### src/rtl/hbgmc_cfg.svh
// Register map, field positions, reset values and timing counts of the bridge gate control.
`ifndef HBGMC_CFG_SVH
`define HBGMC_CFG_SVH
`define HBGMC_ADDR_SRC_SEL      2'h0
`define HBGMC_ADDR_LVL_CTL      2'h1
`define HBGMC_ADDR_STATUS       2'h2
`define HBGMC_BIT_GATE1         3
`define HBGMC_BIT_RSV2          2
`define HBGMC_BIT_GATE0         1
`define HBGMC_BIT_RSV0          0
`define HBGMC_RST_SRC_SEL       8'h00
`define HBGMC_RST_LVL_CTL       8'h00
`define HBGMC_IMPL_MASK         8'h0F
`define HBGMC_SLEEP_TIME_US     10000
`define HBGMC_CLK_MHZ           25
`define HBGMC_SLEEP_CYCLES      ((`HBGMC_SLEEP_TIME_US * `HBGMC_CLK_MHZ) + 1)
`endif

### src/rtl/hbgmc_pkg.sv
// Types shared by the bridge gate control.
package hbgmc_pkg;
    typedef enum logic [1:0] {
        HBGMC_STANDBY = 2'b00,
        HBGMC_REVERSE = 2'b01,
        HBGMC_FORWARD = 2'b10,
        HBGMC_BRAKE   = 2'b11
    } hbgmc_mode_t;
    typedef enum logic [0:0] {
        HBGMC_ACTIVE = 1'b0,
        HBGMC_SLEEP  = 1'b1
    } hbgmc_period_t;
endpackage

### src/rtl/hbgmc_top.sv
// Gate source selection, bridge mode decode and sleep period control.
//
// Contract
// - Gate 1 follows the periodic timer output when its select bit is 0, else its level bit.
// - Gate 0 follows the timer PWM when its select bit is 0, else its level bit.
// - Under software control gate 1 is low for level bit 0 and high for level bit 1.
// - Under software control gate 0 is low for level bit 0 and high for level bit 1.
// - Bits 7 to 4 of both control registers read as zero.
// - Active inputs 00 give standby with floating outputs, 01 give reverse (A low, B high).
// - Asleep, inputs 00 still give standby and inputs 11 still give brake.
// - Standby or brake held more than 10 ms enters sleep, which powers internal blocks down.
// - Asleep, moving between brake and standby changes only the outputs and sleep holds.
// - Forward or reverse returns the driver to the active period.
// - Asleep, standby and brake outputs are not protected.
// - In the active period the current, short and temperature guards protect the bridge.
//
// The strobed register port and the register addresses are this design's own decisions.
`timescale 1ns/1ns
`default_nettype none
`include "hbgmc_cfg.svh"
module hbgmc_top import hbgmc_pkg::*; #(
    parameter int unsigned SLEEP_CYCLES = `HBGMC_SLEEP_CYCLES
) (
    // Clock and reset
    input  wire logic       sys_clk,
    input  wire logic       rst_n,
    // Register port
    input  wire logic [1:0] reg_addr,
    input  wire logic [7:0] reg_wdata,
    input  wire logic       reg_wr,
    input  wire logic       reg_rd,
    output logic      [7:0] reg_rdata,
    // Timer sources
    input  wire logic       timer_pwm,
    input  wire logic       periodic_timer_output,
    // Protection fault levels
    input  wire logic       over_current_guard,
    input  wire logic       short_circuit_guard,
    input  wire logic       over_temp_guard,
    // Gates and bridge
    output logic            gate_out_0,
    output logic            gate_out_1,
    output logic            bridge_out_a,
    output logic            bridge_out_a_oe,
    output logic            bridge_out_b,
    output logic            bridge_out_b_oe,
    output logic            high_switch_a,
    output logic            low_switch_a,
    output logic            high_switch_b,
    output logic            low_switch_b,
    output logic            sleep_period,
    output logic            protect_trip
);

    localparam int unsigned CW = $clog2(SLEEP_CYCLES + 1);

    typedef struct packed {
        logic [7:0]    src_sel;
        logic [7:0]    lvl_ctl;
        logic [7:0]    rdata;
        logic          gate0;
        logic          gate1;
        hbgmc_mode_t   mode;
        hbgmc_period_t period;
        logic [CW-1:0] idle_cnt;
        logic          trip;
    } hbgmc_state_t;

    hbgmc_state_t s_q;
    hbgmc_state_t s_d;

    // ------------------------------------------------------------
    // Helpers
    // ------------------------------------------------------------
    // One select bit chooses the timer source or the software level.
    function automatic logic gate_pick(input logic sel, input logic tmr, input logic lvl);
        return sel ? lvl : tmr;
    endfunction

    function automatic logic mode_idle(input hbgmc_mode_t m);
        return (m == HBGMC_STANDBY) || (m == HBGMC_BRAKE);
    endfunction

    // ------------------------------------------------------------
    // Next state
    // ------------------------------------------------------------
    always_comb begin
        logic fault;
        fault = over_current_guard | short_circuit_guard | over_temp_guard;
        s_d = s_q;
        s_d.rdata = 8'h00;
        // Writes keep only the low nibble; reserved bits store what software wrote.
        if (reg_wr && reg_addr == `HBGMC_ADDR_SRC_SEL) begin
            s_d.src_sel = reg_wdata & `HBGMC_IMPL_MASK;
        end
        if (reg_wr && reg_addr == `HBGMC_ADDR_LVL_CTL) begin
            s_d.lvl_ctl = reg_wdata & `HBGMC_IMPL_MASK;
        end
        if (reg_rd) begin
            case (reg_addr)
                `HBGMC_ADDR_SRC_SEL: s_d.rdata = s_q.src_sel;
                `HBGMC_ADDR_LVL_CTL: s_d.rdata = s_q.lvl_ctl;
                `HBGMC_ADDR_STATUS:  s_d.rdata = {5'h00, s_q.trip, s_q.mode == HBGMC_BRAKE,
                                                  s_q.period == HBGMC_SLEEP};
                default:             s_d.rdata = 8'h00;
            endcase
        end
        s_d.gate0 = gate_pick(s_q.src_sel[`HBGMC_BIT_GATE0], timer_pwm,
                              s_q.lvl_ctl[`HBGMC_BIT_GATE0]);
        s_d.gate1 = gate_pick(s_q.src_sel[`HBGMC_BIT_GATE1], periodic_timer_output,
                              s_q.lvl_ctl[`HBGMC_BIT_GATE1]);
        s_d.mode = hbgmc_mode_t'({s_q.gate0, s_q.gate1});
        // The idle count restarts whenever the mode changes, so the hold is continuous.
        if (!mode_idle(s_q.mode) || s_q.mode != s_d.mode) begin
            s_d.idle_cnt = '0;
        end else if (s_q.idle_cnt != CW'(SLEEP_CYCLES)) begin
            s_d.idle_cnt = s_q.idle_cnt + CW'(1);
        end
        case (s_q.period)
            HBGMC_ACTIVE: begin
                if (s_q.idle_cnt == CW'(SLEEP_CYCLES) && mode_idle(s_d.mode)) begin
                    s_d.period = HBGMC_SLEEP;
                end
            end
            HBGMC_SLEEP: begin
                if (!mode_idle(s_d.mode)) begin
                    s_d.period = HBGMC_ACTIVE;
                end
            end
            default: s_d.period = HBGMC_ACTIVE;
        endcase
        // Guards are powered down while asleep, so the trip follows a fault only when active.
        if (s_q.period == HBGMC_SLEEP) begin
            s_d.trip = 1'b0;
        end else begin
            s_d.trip = fault;
        end
    end

    always_ff @(posedge sys_clk) begin
        if (!rst_n) begin
            s_q <= '{src_sel: `HBGMC_RST_SRC_SEL, lvl_ctl: `HBGMC_RST_LVL_CTL, rdata: 8'h00,
                     gate0: 1'b0, gate1: 1'b0, mode: HBGMC_STANDBY, period: HBGMC_ACTIVE,
                     idle_cnt: '0, trip: 1'b0};
        end else begin
            s_q <= s_d;
        end
    end

    // ------------------------------------------------------------
    // Bridge decode
    // ------------------------------------------------------------
    always_comb begin
        high_switch_a = 1'b0;
        low_switch_a  = 1'b0;
        high_switch_b = 1'b0;
        low_switch_b  = 1'b0;
        if (!s_q.trip) begin
            case (s_q.mode)
                HBGMC_REVERSE: begin
                    low_switch_a  = 1'b1;
                    high_switch_b = 1'b1;
                end
                HBGMC_FORWARD: begin
                    high_switch_a = 1'b1;
                    low_switch_b  = 1'b1;
                end
                HBGMC_BRAKE: begin
                    low_switch_a = 1'b1;
                    low_switch_b = 1'b1;
                end
                default: begin
                end
            endcase
        end
    end

    assign bridge_out_a    = high_switch_a;
    assign bridge_out_b    = high_switch_b;
    assign bridge_out_a_oe = high_switch_a | low_switch_a;
    assign bridge_out_b_oe = high_switch_b | low_switch_b;
    assign gate_out_0      = s_q.gate0;
    assign gate_out_1      = s_q.gate1;
    assign sleep_period    = s_q.period == HBGMC_SLEEP;
    assign protect_trip    = s_q.trip;
    assign reg_rdata       = s_q.rdata;

endmodule // hbgmc_top
`default_nettype wire

### config.mk
export PLATFORM = sky130hd
export DESIGN_NAME = hbgmc_top
export DESIGN_NICKNAME = d
export VERILOG_FILES = /design/src/rtl/hbgmc_pkg.sv /design/src/rtl/hbgmc_top.sv
export VERILOG_INCLUDE_DIRS = /design/src /design/src/rtl
export SDC_FILE = /design/constraint.sdc
export NUM_CORES = 1
export LEC_CHECK = 0
export BUFFER_PORTS_ARGS = -buffer_cell sky130_fd_sc_hd__buf_4
export CORE_MARGIN = 5
export CORE_UTILIZATION = 40
export DETAILED_ROUTE_END_ITERATION = 7
export MAX_ROUTING_LAYER = met4
export PLACE_DENSITY = 0.7
export SYNTH_ARGS = -nofsm -noshare
export SYNTH_HDL_FRONTEND = slang
export SYNTH_SLANG_ARGS = --single-unit
### constraint.sdc
create_clock -name sys_clk -period 2 [get_ports sys_clk]
set_clock_uncertainty 0.15 [all_clocks]
set_input_delay 0.2 -clock sys_clk [delete_from_list [all_inputs] [get_ports sys_clk]]
set_output_delay 0.2 -clock sys_clk [all_outputs]
set_load 0.01 [all_outputs]
==> out/qor.yml <==
power_and_ir_drop:
  power_frac_seq: 0.476
  intPower_mw: 1.24
  clkPwrFrac: 0.439
  p_sw_uw: 329
  power.leakage_nw: 0.881
  pwr_density_cell_nw_per_um2: 715
  vdd_drop_max_mv: 0.300
  p_sw_frac: 0.209
  p_comb_frac: 0.085
sta:
  setup_viol: 0
  period_needed_ps: 1940
  hold_viol: 0
  rsz0062_at_grt: "true"
  fmax_mhz: 515
  tns_ps: 0
  maxSlewViolCount: 0
  post-route-period-util: 0.971
yosys:
  synth_cell_types: 39
  synth_seq_cells: 36
  synthSimpleGateAreaFrac: 0.281
  yosysSeqAreaShare: 0.413
  synth_compound_area_frac: 0.0552
  synth-xor-area-share: 0.0752
  asyncSetResetFlopFracSynth: 0
  ys_warn_count: 0
  synth-adder-area-share: 0.0358
  syn_area_um2: 1750
  synth_mux_area_frac: 0.0716
  syn_inst: 194
  avgSynthCellArea_um2: 9.00
  synth_ff_type: "dfxtp_1"
  synth_top_family_by_area: "simple AND/OR/NAND/NOR gates"
  synth_edf_count: 0
clock_network:
  cts_buffers: 5
  cts.path.max_buffers: 2
  htree_levels: 2
  postCtsSetupBuffers: 0
  root_buffer: "clkbuf_8"
  tritoncts: "yes"
  cts_sinks: 36
  clk_pin_slew_ps: 70
  clock_latency_ps: 280
worst_setup_path:
  end_kind: "flop"
  crit_arrival_ps: 1970
  path_max_fanout: 2
  path_cells: "or4b_4 > or3_4 > nor4_4 > mux2_4"
  slowest_stage: "or4b_4"
  critPathMaxStageDelay_ps: 520
  start_kind: "flop"
  critical_path_class: "flop to flop"
  cp.required_ps: 2030
final_layout:
  n_antenna_cell: 0
  drive_above_1_share: 0.262
  final_cell_mix: "buf_4 (43), dfxtp_1 (35), nor2_1 (25)"
  nNetsFinal: 256
  fill_cells: 417
  final_area_um2: 2190
  multi_input_area_um2: 930
  synthToLayoutAreaGrowth_pct: 25.6
  final_common_cell: "buf_4"
  regArea_um2: 722
floorplan:
  die_w_um: 76.1
  core_um2: 4290
  initial_core_util: 0.407
  ioPinCount: 39
  rows: 24
  die_y_um: 76.1
  dieArea_um2: 5790
detailed_routing:
  wl_um: 3480
  first_iter_violations: 53
  routedWlPerCell_um: 12.2
  drt-vias-per-instance: 4.84
  dr.pass1.iters: 4
  detail-route-antenna-nets: 0
  num_vias: 1380
  drc: 0
grt:
  antenna_found_initial: 0
  gr-total-overflow: 0
  grt_util_all_layers: 0.126
  grt_max_degree: 17
  grt_pass1_wl_um: 5960
  grt_pass1_vias: 1347
placed_design:
  port_buffers: 30
  dp_hpwl_um: 2660
  post_dp_cell_area_um2: 2050
  gp_congestion: 0.817
flow_run:
  max-cap-violations: 0
status:
  status: "complete, no violations"
worst_hold_path:
  hp-class: "input pin to flop"
==> final timing paths <==
| path | from | endpoint | slack, ps | cells past startpoint |
|---|---|---|---|---|
| worst min-delay path | timer_pwm | gate_out_0$_SDFF_PN0_ | 30 | 3 |
| worst max-delay path | s_q[6]$_SDFFE_PP0P_ | s_q[2]$_SDFFE_PP0P_ | 60 | 4 |
| worst max register to register | s_q[6]$_SDFFE_PP0P_ | s_q[2]$_SDFFE_PP0P_ | 60 | 4 |
| worst min register to register | s_q[32]$_SDFFE_PN0P_ | s_q[32]$_SDFFE_PN0P_ | 310 | 2 |
==> power by group through the flow <==
stage,logic (mW),clock network (mW),registers [mW]
2_1_floorplan,0.0794,0,0.761
3_3_place_gp,0.130,0,0.764
3_5_place_dp,0.131,0,0.764
4_1_cts,0.133,0.705,0.747
5_1_grt,0.149,0.728,0.750
6_report,0.134,0.688,0.748
==> per-stage QoR <==
stage          total power [mW]  utilization  instances  hold WS [ps]  worst slack, ps
6_report                   1.57        0.511        285          26.6             58.6
5_1_grt                    1.63        0.511        285          29.2            -4.74
4_1_cts                    1.59        0.509        285          22.9             50.5
3_5_place_dp              0.895        0.477        276           302            -12.1
3_3_place_gp              0.893        0.477        276           295             10.1
2_1_floorplan             0.841            -        197           196            -70.2
==> routing by layer <==
layer | vias to the layer above | wire length [um] | track usage
met4 | 0 | 44 | 0.0385
met5 | - | 0 | -
met2 | 31 | 1580 | 0.199
met3 | 8 | 203 | 0.0426
met1 | 620 | 1650 | 0.150
li1 | 721 | - | -
==> final cells by class <==
cell class | count | share of cell area
well taps | 52 | 0.0296
flip-flops and latches | 36 | 0.329
multi-input cells | 140 | 0.424
inverters | 5 | 0.00855
repair buffers | 44 | 0.152
clock inverters | 1 | 0.0137
clock buffers | 7 | 0.0439
==> critical path, delay by kind of cell, from the launching register on <==
| kind | cells | cell delay [ps] |
|---|---|---|
| AND/OR/NAND/NOR | 3 | 1050 |
| multiplexers | 1 | 320 |
| flip-flops | 1 | 320 |
==> synth_stat cells, drive strengths merged, types with 5 or more instances <==
library cell	count	area, um^2
buf	10	75.1
nor2b	9	56.3
clkbuf	6	22.5
nor2	25	93.8
inv	5	18.8
dfxtp	36	721
xor2	8	70.1
nand3	9	45.0
nand2	13	48.8
xnor2	7	61.3
mux2i	11	110
a21oi	6	30.0
ha	5	62.6
==> flip-flops by register name (all words and copies together), names as in the netlist <==
signal / cells
sleep_period: 1
gate_out_0: 1
gate_out_1: 1
reg_rdata: 4
s_q: 28
protect_trip: 1
==> cells by family after synthesis <==
| family | Yosys count |
|---|---|
| adders and majority gates | 5 |
| muxes | 12 |
| xor gates and xnor gates | 15 |
| buffers and inverters | 21 |
| other | 1 |
| AOI/OAI and AO/OA | 15 |
| and+or+nand+nor | 89 |
| DFF | 36 |
==> timing repair <==
| item | CTS | global route |
|---|---|---|
| hold buffers | 1 | 0 |
| hold endpoints to repair | 1 | 0 |
| gates resized for setup | 0 | 2 |
| setup endpoints to repair | 1 | 9 |
| pin swaps | 1 | 0 |
(Power assumes the default switching activity.)
